[src/rtl/core_cfg_pkg.sv]
// package: register map, field positions and codes for the core config and address block
package core_cfg_pkg;
   // ****************************************
   // register map (apb byte addresses)
   // ****************************************
   localparam logic [7:0] cfg_off = 8'h00;
   localparam logic [7:0] vtb_off = 8'h04;
   localparam logic [7:0] isp_off = 8'h08;
   localparam logic [7:0] usp_off = 8'h0c;
   localparam logic [7:0] sp_off = 8'h10;
   localparam logic [7:0] mode_off = 8'h14;
   localparam logic [7:0] ea_off = 8'h18;
   localparam logic [7:0] sta_off = 8'h1c;
   // ****************************************
   // field positions and reset values
   // ****************************************
   localparam int wide_dispatch_bit = 8;
   localparam int short_reg_bit = 9;
   localparam logic [15:0] cfg_wmask = 16'h0300;
   localparam logic [15:0] cfg_reset = 16'h0000;
   localparam logic [31:0] ptr_mask = 32'h00ff_fffe;
   localparam logic [31:0] usp_limit = 32'h00ff_ffff;
   localparam logic [31:0] low_limit = 32'h0002_0000;
   localparam logic [31:0] frame_bytes = 32'h0000_0004;
   // ****************************************
   // command and address mode codes
   // ****************************************
   typedef enum logic [2:0] {
      op_none, op_push, op_pop, op_pop_and_return,
      op_exc_entry, op_exc_return, op_jump_to_less_privileged, op_load_processor_reg_double
   } stack_op_t;
   typedef enum logic [2:0] {
      am_branch, am_rel_reg, am_rel_pair, am_index_rel, am_index_abs, am_absolute
   } addr_mode_t;
endpackage

[src/rtl/core_config_addr_stack.sv]
// core configuration register, operand address generation and stack pointer selection
//
// Function
// - reset clears configuration register entirely
// - wide dispatch bit selects 16/32-bit entries
// - vector table base unaffected by entry size
// - short mode uses low 16 register bits
// - short mode pairs return register, single-register displacement
// - pair low bits in lower register
// - long mode treats base, return, sp as pairs
// - branch target is pc plus displacement
// - relative address never modifies base register
// - index mode only with short bit clear
// - index relative: base plus pair plus displacement
// - index absolute: base plus 20-bit address
// - absolute address comes straight from instruction
// - stacks grow downward
// - exception entry pushes, return pops state
// - only push, pop, pop-return touch program stack
// - supervisor uses supervisor stack pointer
// - user mode uses alternate stack pointer
// - user mode entered by jump instruction, or re-entered by exception return
// - exceptions leave user mode, return restores
// - user mode blocks processor register double load
// - alternate pointer beyond 24 bits traps
// - privilege bit selects pointer and mode
//
// The APB interface to the registers and the address map are this design's own decisions.
module core_config_addr_stack
   import core_cfg_pkg::*;
(
   input wire logic pclk,
   input wire logic presetn,
   input wire logic psel,
   input wire logic penable,
   input wire logic pwrite,
   input wire logic [7:0] paddr,
   input wire logic [31:0] pwdata,
   output logic [31:0] prdata,
   output logic pready,
   output logic pslverr,
   input wire logic op_valid,
   input wire stack_op_t op_code,
   input wire logic [31:0] op_target,
   input wire logic [31:0] op_data,
   input wire logic [2:0] op_vector,
   input wire logic ag_valid,
   input wire addr_mode_t ag_mode,
   input wire logic [31:0] ag_pc,
   input wire logic [31:0] ag_reg,
   input wire logic [15:0] ag_pair_low,
   input wire logic [15:0] ag_pair_high,
   input wire logic ag_base_sel,
   input wire logic [31:0] index_base_first,
   input wire logic [31:0] index_base_second,
   input wire logic [31:0] ag_disp,
   input wire logic ag_disp_wide,
   output logic [31:0] ea_q,
   output logic ea_valid_q,
   output logic ea_fault_q,
   output logic [31:0] stack_addr_q,
   output logic stack_write_q,
   output logic stack_valid_q,
   output logic [31:0] dispatch_addr_q,
   output logic illegal_address_trap_q,
   output logic privileged_denied_q,
   output logic privilege_level_bit_q,
   output logic wide_dispatch_select_q,
   output logic short_register_mode_q,
   output logic [31:0] pc_q
);
   // ****************************************
   // register state
   // ****************************************
   logic [15:0] cfg_q;
   logic [31:0] vector_table_base_q;
   logic [31:0] exception_stack_pointer_q;
   logic [31:0] alternate_stack_pointer_q;
   logic [31:0] super_sp_q;
   logic saved_priv_q;
   logic [31:0] ea_d;
   logic ea_fault_d;
   logic wr_en;
   logic rd_en;
   logic [31:0] cur_sp;
   logic usp_bad;
   logic [31:0] pair_val;
   assign wr_en = psel && penable && pwrite;
   assign rd_en = psel && penable && !pwrite;
   assign pair_val = {ag_pair_high, ag_pair_low};
   assign cur_sp = privilege_level_bit_q ? alternate_stack_pointer_q : super_sp_q;
   assign usp_bad = privilege_level_bit_q && (alternate_stack_pointer_q > usp_limit);

   // ****************************************
   // apb slave answer, zero wait states
   // ****************************************
   logic setup_phase;
   logic addr_hit;
   logic [31:0] rd_mux;
   assign setup_phase = psel && !penable;
   always_comb begin
      rd_mux = 32'h0000_0000;
      addr_hit = 1'b1;
      case (paddr)
         cfg_off: rd_mux = {16'h0000, cfg_q};
         vtb_off: rd_mux = vector_table_base_q;
         isp_off: rd_mux = exception_stack_pointer_q;
         usp_off: rd_mux = alternate_stack_pointer_q;
         sp_off: rd_mux = super_sp_q;
         mode_off: rd_mux = {31'h0000_0000, privilege_level_bit_q};
         ea_off: rd_mux = ea_q;
         sta_off: rd_mux = {28'h000_0000, ea_fault_q, privileged_denied_q, illegal_address_trap_q, ea_valid_q};
         default: begin
            rd_mux = 32'h0000_0000;
            addr_hit = 1'b0;
         end
      endcase
   end
   always_ff @(posedge pclk or negedge presetn) begin
      if (!presetn) begin
         pready <= 1'b0;
      end else begin
         pready <= setup_phase;
      end
   end
   always_ff @(posedge pclk or negedge presetn) begin
      if (!presetn) begin
         pslverr <= 1'b0;
      end else begin
         pslverr <= setup_phase && !addr_hit;
      end
   end
   always_ff @(posedge pclk or negedge presetn) begin
      if (!presetn) begin
         prdata <= 32'h0000_0000;
      end else if (setup_phase && !pwrite) begin
         prdata <= rd_mux;
      end else if (!rd_en) begin
         prdata <= 32'h0000_0000;
      end
   end

   // ****************************************
   // configuration register
   // ****************************************
   always_ff @(posedge pclk or negedge presetn) begin
      if (!presetn) begin
         cfg_q <= cfg_reset;
      end else if (wr_en && pready && paddr == cfg_off) begin
         cfg_q <= pwdata[15:0] & cfg_wmask;
      end
   end
   always_ff @(posedge pclk or negedge presetn) begin
      if (!presetn) begin
         wide_dispatch_select_q <= 1'b0;
         short_register_mode_q <= 1'b0;
      end else begin
         wide_dispatch_select_q <= cfg_q[wide_dispatch_bit];
         short_register_mode_q <= cfg_q[short_reg_bit];
      end
   end

   // ****************************************
   // vector table base and exception pointer
   // ****************************************
   always_ff @(posedge pclk or negedge presetn) begin
      if (!presetn) begin
         vector_table_base_q <= 32'h0000_0000;
      end else if (wr_en && pready && paddr == vtb_off) begin
         vector_table_base_q <= pwdata & ptr_mask;
      end
   end
   logic [31:0] entry_off_narrow;
   logic [31:0] entry_off_wide;
   assign entry_off_narrow = {28'h000_0000, op_vector, 1'b0};
   assign entry_off_wide = {27'h000_0000, op_vector, 2'b00};
   always_ff @(posedge pclk or negedge presetn) begin
      if (!presetn) begin
         dispatch_addr_q <= 32'h0000_0000;
      end else if (op_valid && op_code == op_exc_entry) begin
         if (cfg_q[wide_dispatch_bit]) begin
            dispatch_addr_q <= vector_table_base_q + entry_off_wide;
         end else begin
            dispatch_addr_q <= vector_table_base_q + entry_off_narrow;
         end
      end
   end
   always_ff @(posedge pclk or negedge presetn) begin
      if (!presetn) begin
         exception_stack_pointer_q <= 32'h0000_0000;
      end else if (wr_en && pready && paddr == isp_off) begin
         exception_stack_pointer_q <= pwdata & ptr_mask;
      end else if (op_valid && op_code == op_exc_entry) begin
         exception_stack_pointer_q <= exception_stack_pointer_q - frame_bytes;
      end else if (op_valid && op_code == op_exc_return) begin
         exception_stack_pointer_q <= exception_stack_pointer_q + frame_bytes;
      end
   end

   // ****************************************
   // privilege mode
   // ****************************************
   always_ff @(posedge pclk or negedge presetn) begin
      if (!presetn) begin
         saved_priv_q <= 1'b0;
      end else if (op_valid && op_code == op_exc_entry) begin
         saved_priv_q <= privilege_level_bit_q;
      end
   end
   always_ff @(posedge pclk or negedge presetn) begin
      if (!presetn) begin
         privilege_level_bit_q <= 1'b0;
      end else if (op_valid) begin
         case (op_code)
            op_jump_to_less_privileged: begin
               privilege_level_bit_q <= 1'b1;
            end
            op_exc_entry: begin
               privilege_level_bit_q <= 1'b0;
            end
            op_exc_return: begin
               privilege_level_bit_q <= saved_priv_q;
            end
            default: begin
               privilege_level_bit_q <= privilege_level_bit_q;
            end
         endcase
      end
   end
   always_ff @(posedge pclk or negedge presetn) begin
      if (!presetn) begin
         pc_q <= 32'h0000_0000;
      end else if (op_valid && op_code == op_jump_to_less_privileged) begin
         pc_q <= op_target & ptr_mask;
      end
   end

   // ****************************************
   // program stack pointers
   // ****************************************
   always_ff @(posedge pclk or negedge presetn) begin
      if (!presetn) begin
         super_sp_q <= 32'h0000_0000;
         alternate_stack_pointer_q <= 32'h0000_0000;
         privileged_denied_q <= 1'b0;
      end else begin
         privileged_denied_q <= 1'b0;
         if (wr_en && pready && paddr == sp_off)
            super_sp_q <= pwdata;
         else if (wr_en && pready && paddr == usp_off)
            alternate_stack_pointer_q <= pwdata;
         else if (op_valid && op_code == op_load_processor_reg_double) begin
            if (privilege_level_bit_q)
               privileged_denied_q <= 1'b1;
            else
               alternate_stack_pointer_q <= op_data;
         end else if (op_valid && !usp_bad && op_code inside {op_push, op_pop, op_pop_and_return}) begin
            if (privilege_level_bit_q)
               alternate_stack_pointer_q <= (op_code == op_push) ? cur_sp - frame_bytes
                  : cur_sp + frame_bytes;
            else
               super_sp_q <= (op_code == op_push) ? cur_sp - frame_bytes : cur_sp + frame_bytes;
         end
      end
   end
   always_ff @(posedge pclk or negedge presetn) begin
      if (!presetn) begin
         stack_addr_q <= 32'h0000_0000;
         stack_write_q <= 1'b0;
         stack_valid_q <= 1'b0;
         illegal_address_trap_q <= 1'b0;
      end else begin
         stack_valid_q <= 1'b0;
         stack_write_q <= 1'b0;
         illegal_address_trap_q <= 1'b0;
         if (op_valid && op_code inside {op_push, op_pop, op_pop_and_return}) begin
            if (usp_bad) begin
               illegal_address_trap_q <= 1'b1;
            end else begin
               stack_valid_q <= 1'b1;
               stack_write_q <= (op_code == op_push);
               stack_addr_q <= (op_code == op_push) ? cur_sp - frame_bytes : cur_sp;
            end
         end else if (op_valid && op_code == op_exc_entry) begin
            stack_valid_q <= 1'b1;
            stack_write_q <= 1'b1;
            stack_addr_q <= exception_stack_pointer_q - frame_bytes;
         end else if (op_valid && op_code == op_exc_return) begin
            stack_valid_q <= 1'b1;
            stack_addr_q <= exception_stack_pointer_q;
         end
      end
   end

   // ****************************************
   // operand address generation
   // ****************************************
   logic [31:0] index_base;
   logic [31:0] short_reg_val;
   logic [31:0] disp_short_rel;
   logic [31:0] disp_index_rel;
   logic [31:0] disp_abs20;
   logic [31:0] disp_abs24;
   logic index_illegal;
   assign index_base = ag_base_sel ? index_base_second : index_base_first;
   assign short_reg_val = {16'h0000, ag_reg[15:0]};
   assign disp_short_rel = ag_disp_wide ? {18'h0_0000, ag_disp[13:0]} : 32'h0000_0000;
   assign disp_index_rel = ag_disp_wide ? {12'h000, ag_disp[19:0]} : {18'h0_0000, ag_disp[13:0]};
   assign disp_abs20 = {12'h000, ag_disp[19:0]};
   assign disp_abs24 = {8'h00, ag_disp[23:0]};
   assign index_illegal = short_register_mode_q;
   always_comb begin
      ea_d = 32'h0000_0000;
      ea_fault_d = 1'b0;
      case (ag_mode)
         am_branch: begin
            ea_d = ag_pc + ag_disp;
         end
         am_rel_reg: begin
            if (short_register_mode_q) begin
               ea_d = short_reg_val + disp_short_rel;
            end else begin
               ea_d = ag_reg + ag_disp;
            end
         end
         am_rel_pair: begin
            ea_d = pair_val + ag_disp;
         end
         am_index_rel: begin
            ea_fault_d = index_illegal;
            ea_d = index_base + pair_val + disp_index_rel;
         end
         am_index_abs: begin
            ea_fault_d = index_illegal;
            ea_d = index_base + disp_abs20;
         end
         am_absolute: begin
            ea_d = ag_disp_wide ? disp_abs24 : disp_abs20;
         end
         default: begin
            ea_fault_d = 1'b1;
         end
      endcase
   end
   always_ff @(posedge pclk or negedge presetn) begin
      if (!presetn) begin
         ea_valid_q <= 1'b0;
      end else begin
         ea_valid_q <= ag_valid;
      end
   end
   always_ff @(posedge pclk or negedge presetn) begin
      if (!presetn) begin
         ea_q <= 32'h0000_0000;
         ea_fault_q <= 1'b0;
      end else if (ag_valid) begin
         ea_q <= ea_d;
         ea_fault_q <= ea_fault_d;
      end
   end
endmodule

[config.mk]
export PLATFORM = sky130hd
export DESIGN_NAME = core_config_addr_stack
export DESIGN_NICKNAME = d
export VERILOG_FILES = /design/src/rtl/core_cfg_pkg.sv /design/src/rtl/core_config_addr_stack.sv
export SDC_FILE = /design/constraint.sdc
export NUM_CORES = 1
export LEC_CHECK = 0
export ABC_AREA = 1
export BUFFER_PORTS_ARGS = -buffer_cell sky130_fd_sc_hd__buf_2
export CAP_MARGIN = 30
export CORE_MARGIN = 1
export CORE_UTILIZATION = 35
export DETAILED_ROUTE_END_ITERATION = 16
export REMOVE_ABC_BUFFERS = 1
export SKIP_LAST_GASP = 1
export SLEW_MARGIN = 30
export SYNTH_ARGS = -nofsm -noshare
export SYNTH_HDL_FRONTEND = slang
export SYNTH_SLANG_ARGS = --single-unit
[constraint.sdc]
create_clock -name pclk -period 3.16 [get_ports pclk]
set_input_delay 0.632 -clock pclk [delete_from_list [all_inputs] [get_ports pclk]]
set_output_delay 0.632 -clock pclk [all_outputs]
set_load 0.1 [all_outputs]
# After elaboration in Yosys (flattened, before gate mapping)
# Cells that the tools add are included.
dict set report op_classes {
  n_addsub 13
  multipliers 0
  n_div 0
  order_cmp 1
  eq_ne 25
  shift 0
  mux 46
  bitwise 1
  reduce_logical 40
}
# operator n
set ops {}
lappend ops {{32-bit 2-to-1 mux} 24}
lappend ops {{32-bit case mux with 8 select lines} 1}
lappend ops {{32-bit case mux with 6 select lines} 1}
lappend ops {{32-bit adder} 4}
lappend ops {{32-bit by 20-bit adder with 32-bit output} 2}
lappend ops {{32-bit by 3-bit adder with 32-bit output (second input constant)} 2}
lappend ops {{32-bit by 3-bit subtractor with 32-bit output (second input constant)} 2}
lappend ops {{8-bit by 5-bit == test with 1-bit output (second input constant)} 4}
lappend ops {{32-bit by 24-bit greater-than comparator with 1-bit output (second input constant)} 1}
lappend ops {{24-bit by 4-bit adder with 25-bit output} 1}
lappend ops {{24-bit by 5-bit adder with 25-bit output} 1}
lappend ops {{25-bit 2-to-1 mux} 1}
lappend ops {{24-bit 2-to-1 mux} 1}
lappend ops {{1-bit logical AND} 20}
lappend ops {{20-bit 2-to-1 mux} 1}
lappend ops {{3-bit == test (second input constant)} 6}
lappend ops {{3-bit nonzero test} 6}
lappend ops {{16-bit by 14-bit adder with 17-bit output} 1}
lappend ops {{8-bit by 4-bit == test with 1-bit output (second input constant)} 2}
lappend ops {{1-bit 2-to-1 mux} 14}
lappend ops {{14-bit 2-to-1 mux} 1}
lappend ops {{3-bit by 2-bit == test with 1-bit output (second input constant)} 4}
lappend ops {{8-bit by 3-bit == test with 1-bit output (second input constant)} 1}
lappend ops {{8-bit logical NOT} 1}
lappend ops {{other kinds (15)} 24}
dict set report word_totals {
  reg_bits 284
  latchBits 0
  ramBits 0
  romBits 0
  n_memories 0
}

# Longest topological paths before layout
dict set report depth {
  ltp_word 9
  mapped_depth 23
  mapped_depth_nobuf 21
}

# Worst setup path before layout
# No wires, ideal clock.
dict set report synth_timing {
  path_kind {input port to flip-flop}
  start {input port ag_base_sel}
  end {register ea_q[17]}
  arrival_time_ps 3586
  t_required_ps 3040
  path_slack_ps -546
  stages 21
  cell_sequence {inv_1 > buf_2 > buf_1 > buf_1 > nand2_1 > nand2_1 > fa_1 > fa_1 > nand3_1 > nand3_1 > nand2_1 > nand2_1 > nand2_1 > nand2_1 > or2_2 > nand3_1 > nand2_1 > nor2_1 > nand2_1 > nand2_1 > nand2_1}
}
dict set report synth_between {
  elab_chain_len 4
  word_cells_on_any_way 5
  cone_classes {add/sub: 3; mux: 2}
}
# element line_no
set synth_rtl {}
lappend synth_rtl {{start: declaration} core_config_addr_stack.sv:53} ;# input wire logic ag_base_sel,
lappend synth_rtl {{32-bit 2-to-1 mux *} core_config_addr_stack.sv:305} ;# assign index_base = ag_base_sel ? index_base_second : index_base_first;
lappend synth_rtl {{32-bit adder} core_config_addr_stack.sv:331} ;# ea_d = index_base + pair_val + disp_index_rel;
lappend synth_rtl {{32-bit by 20-bit adder with 32-bit output} core_config_addr_stack.sv:331}
lappend synth_rtl {{32-bit case mux with 6 select lines *} core_config_addr_stack.sv:315} ;# case (ag_mode)
lappend synth_rtl {{end signal: assignment} core_config_addr_stack.sv:354} ;# ea_q <= 32'h0000_0000;
lappend synth_rtl {{end signal: assignment} core_config_addr_stack.sv:357} ;# ea_q <= ea_d;
lappend synth_rtl {{end: declaration} core_config_addr_stack.sv:58} ;# output logic [31:0] ea_q,
# Mark *: on every way between the ends. The rest lies on a longest branch, timed or not.
# A chain may end at the register's enable or synchronous reset.

# Final worst setup path
dict set report layout_timing {
  start {input port ag_mode[0]}
  end {register ea_q[6]}
}
dict set report layout_between {
  elab_chain_len 2
  word_cells_on_any_way 7
  cone_classes {eq/ne: 5; mux: 1; reduce/logical: 1}
}
# element line_no
set layout_rtl {}
lappend layout_rtl {{start: declaration} core_config_addr_stack.sv:48} ;# input wire addr_mode_t ag_mode,
lappend layout_rtl {{3-bit == test (tied with other cells)} core_config_addr_stack.sv:315}
lappend layout_rtl {{32-bit case mux with 6 select lines *} core_config_addr_stack.sv:315}
# Marks and branches as above.

==> impl_metrics.env <==
export IMPL_end_kind="register"
export IMPL_fin_worst_skew_ps=44.1
export IMPL_yosys_area_share_xor_xnor_pct=1.86
export IMPL_setup_viol=0
export IMPL_timing_rr_start="privilege_level_bit_q"
export IMPL_areaGrowthSynthToFinish_pct=24.4
export IMPL_synth_fa_ha_area_share_pct=7.88
export IMPL_vias=37200
export IMPL_comb_power_share_pct=55.0
export IMPL_cts_tree="yes"
export IMPL_clk_latency_ps=580
export IMPL_drtAntennaViolNets=0
export IMPL_worst_path_max_fanout=4
export IMPL_peakVddDrop_uv=540
export IMPL_syn_inst=5097
export IMPL_cellInternalPower_w=0.0103
export IMPL_tns_ps=0
export IMPL_grt_overflow_total=0
export IMPL_ys_seq_elements=275
export IMPL_clkPwrFrac_pct=21.0
export IMPL_drtIter0Drc=3567
export IMPL_avgSynthCellArea_um2=6.01
export IMPL_mostFrequentLayoutCells="nand2_1 (1795), inv_1 (698), buf_2 (457)"
export IMPL_crit_arrival_ps=3410
export IMPL_ys_seq_area_share_pct=22.4
export IMPL_initial_core_util_pct=35.3
export IMPL_pin_count=485
export IMPL_p_sw_w=0.0108
export IMPL_tightest_slew_ps=682
export IMPL_maxCapViolations=0
export IMPL_hold_viol_final=0
export IMPL_drv_slew=0
export IMPL_ys_async_sr_fraction_pct=100
export IMPL_seqPwrFrac_pct=24.0
export IMPL_setup_slack_ps=180
export IMPL_die_w_um=298
export IMPL_startpoint="ag_mode[0]"
export IMPL_dpl_hpwl_um=126000
export IMPL_crit_type="input pin to register"
export IMPL_rsz0062_at_grt="yes"
export IMPL_maxClockFrequency_ghz=0.336
export IMPL_final_core_util_pct=43.9
export IMPL_gp_congestion=1.02
export IMPL_relSlewSlack_pct=54.1
export IMPL_min_path_type="input pin to async pin"
export IMPL_crit_required_ps=3590
export IMPL_route_detailed_drc=0
export IMPL_leakage_nw=20.5
export IMPL_power_density_nw_per_um2=555
export IMPL_wl_um=151000
export IMPL_rows=108
export IMPL_syn_area_um2=30700
export IMPL_antenna_found_initial=8
export IMPL_drt_first_pass_iters=6
export IMPL_grt_pass1_wl_um=222000
export IMPL_cts_buffers=34
export IMPL_min_period_ps=2980
export IMPL_grt_max_degree=72
export IMPL_die_area_um2=88800
export IMPL_layout_nets=6331
export IMPL_synth_top_family_by_area="simple AND/OR/NAND/NOR gates"
export IMPL_clockBufferDepth=3
export IMPL_grt_pass1_vias=35500
export IMPL_fin_crit_sh_pct=94.3
export IMPL_yosysWarnings=0
export IMPL_swShare_pct=51.2
export IMPL_synth_edf_count=0
export IMPL_cts_sink_count=275
export IMPL_status="complete, no violations"
export IMPL_pre_cts_slack_ps=-534
export IMPL_die_h_um=298
export IMPL_clkSlewWorstSetupHoldPaths_ps=60
export IMPL_whs_ps=22.8
export IMPL_synthMuxAreaShare_pct=1.98
export IMPL_synth_distinct_cells=64
export IMPL_vias_per_cell=5.30
export IMPL_track_usage_pct=33.2
export IMPL_core_area_um2=86800
export IMPL_clock_root_buffer="clkbuf_16"
export IMPL_h_tree_depth=2
export IMPL_synthSimpleGateAreaFrac_pct=39.5
export IMPL_routedWlPerCell_um=21.5
export IMPL_io_buffers=458
export IMPL_drive_above_1_share_pct=19.6
export IMPL_synth_compound_area_share_pct=14.7
export IMPL_cts_hold_buf=0
export IMPL_ys_flop_type="dfrtp_1"
export IMPL_final_common_cell="nand2_1"
export IMPL_crit_path_start_kind="input pin"
[routing by layer]
layer,vias to the layer above,track usage (%),wire [µm]
li1,17900,-,-
met3,367,5.38,12400
met2,1693,54.5,68400
met5,-,0,90
met4,14,16.5,8670
met1,17200,42.0,61300
[path summary, 6_finish.rpt]
| kind | endpoint | slack (ps) | cells after the start |
|---|---|---|---|
| min in group pclk | pready | 280 | 2 |
| min reg2reg | short_register_mode_q | 390 | 0 |
| max in group asynchronous | prdata[25] | 2180 | 2 |
| min | dispatch_addr_q[9] | 20 | 1 |
| max | ea_q[6] | 180 | 16 |
| max reg2reg | stack_addr_q[26] | 210 | 14 |
[power groups by stage]
stage	combinational, W	clock (W)	sequential (W)
finish	0.0116	0.00445	0.00508
global route	0.0126	0.00462	0.00515
CTS	0.0114	0.00450	0.00504
detailed placement	0.0114	0	0.00510
global placement	0.0114	0	0.00508
floorplan	0.00551	0	0.00692
[sequential cells by signal (all words and copies together), names as in the netlist, 2 cells and up]
signal,count
prdata,32
pc_q,23
super_sp_q,32
alternate_stack_pointer_q,32
cfg_q,2
ea_q,32
stack_addr_q,32
dispatch_addr_q,24
vector_table_base_q,23
exception_stack_pointer_q,31
[worst max-delay path: stages]
cell      delay, ps
buf_2           100
nor2_1          120
nand2_1         120
mux2_2          290
ha_1            260
fa_1            430
buf_4           170
nand2_1          60
nand3_1         180
o21ai_0         250
buf_4           160
o211ai_1        130
nor2_1          240
nand2_1         100
nand2_1          70
o21ai_0          80
[area by class of cell]
type	count	area [µm²]
repair buffers	862	5510
multi-input cells	3945	20300
fillers	9561	48600
well taps	1155	1450
clock buffers	43	966
diodes	2	5.00
inverters	722	2710
clock inverters	18	273
flip-flops and latches	275	6890
[cells in the mapped netlist, drive strengths merged, types with 5 or more instances]
cell	instances	share of area [%]
a211oi	6	0.15
a21oi	211	3.5
a221oi	11	0.31
a22oi	7	0.17
a311oi	12	0.34
a31oi	7	0.14
and2	7	0.14
buf	82	1.8
clkbuf	89	1.1
clkinv	6	0.073
dfrtp	275	22
fa	27	1.8
ha	150	6.1
inv	716	8.8
mux2	54	2.0
nand2	1825	23
nand3	386	6.5
nand3b	10	0.24
nand4	67	1.4
nor2	492	6.5
nor3	67	1.2
nor4	16	0.33
o211ai	52	1.3
o21a	5	0.12
o21ai	296	5.6
o21bai	5	0.12
o221ai	32	0.91
o22ai	76	1.6
or2	23	0.47
xnor2	14	0.40
xor2	51	1.5
[through the flow]
step / std cells / total power, W / instance area [µm²]
after floorplan: 4942 / 0.0124 / 29800
after global placement: 6958 / 0.0164 / 36800
after detailed placement: 6958 / 0.0165 / 36800
after CTS: 7019 / 0.0210 / 38100
after global routing: 7020 / 0.0223 / 38100
final: 7022 / 0.0212 / 38100
[cells by family after synthesis]
kind of cell    after synthesis
fa+ha+maj                   177
simple gates               2895
buf+inv                     893
flops                       275
other cells                   1
compound gates              737
mux                          54
xor+xnor                     65
[repair_timing]
action	in CTS	in global routing
setup buffers	0	1
gates resized for setup	0	14
endpoints found under the setup margin	0	25
No activity file was read; power rests on OpenSTA's default activity.
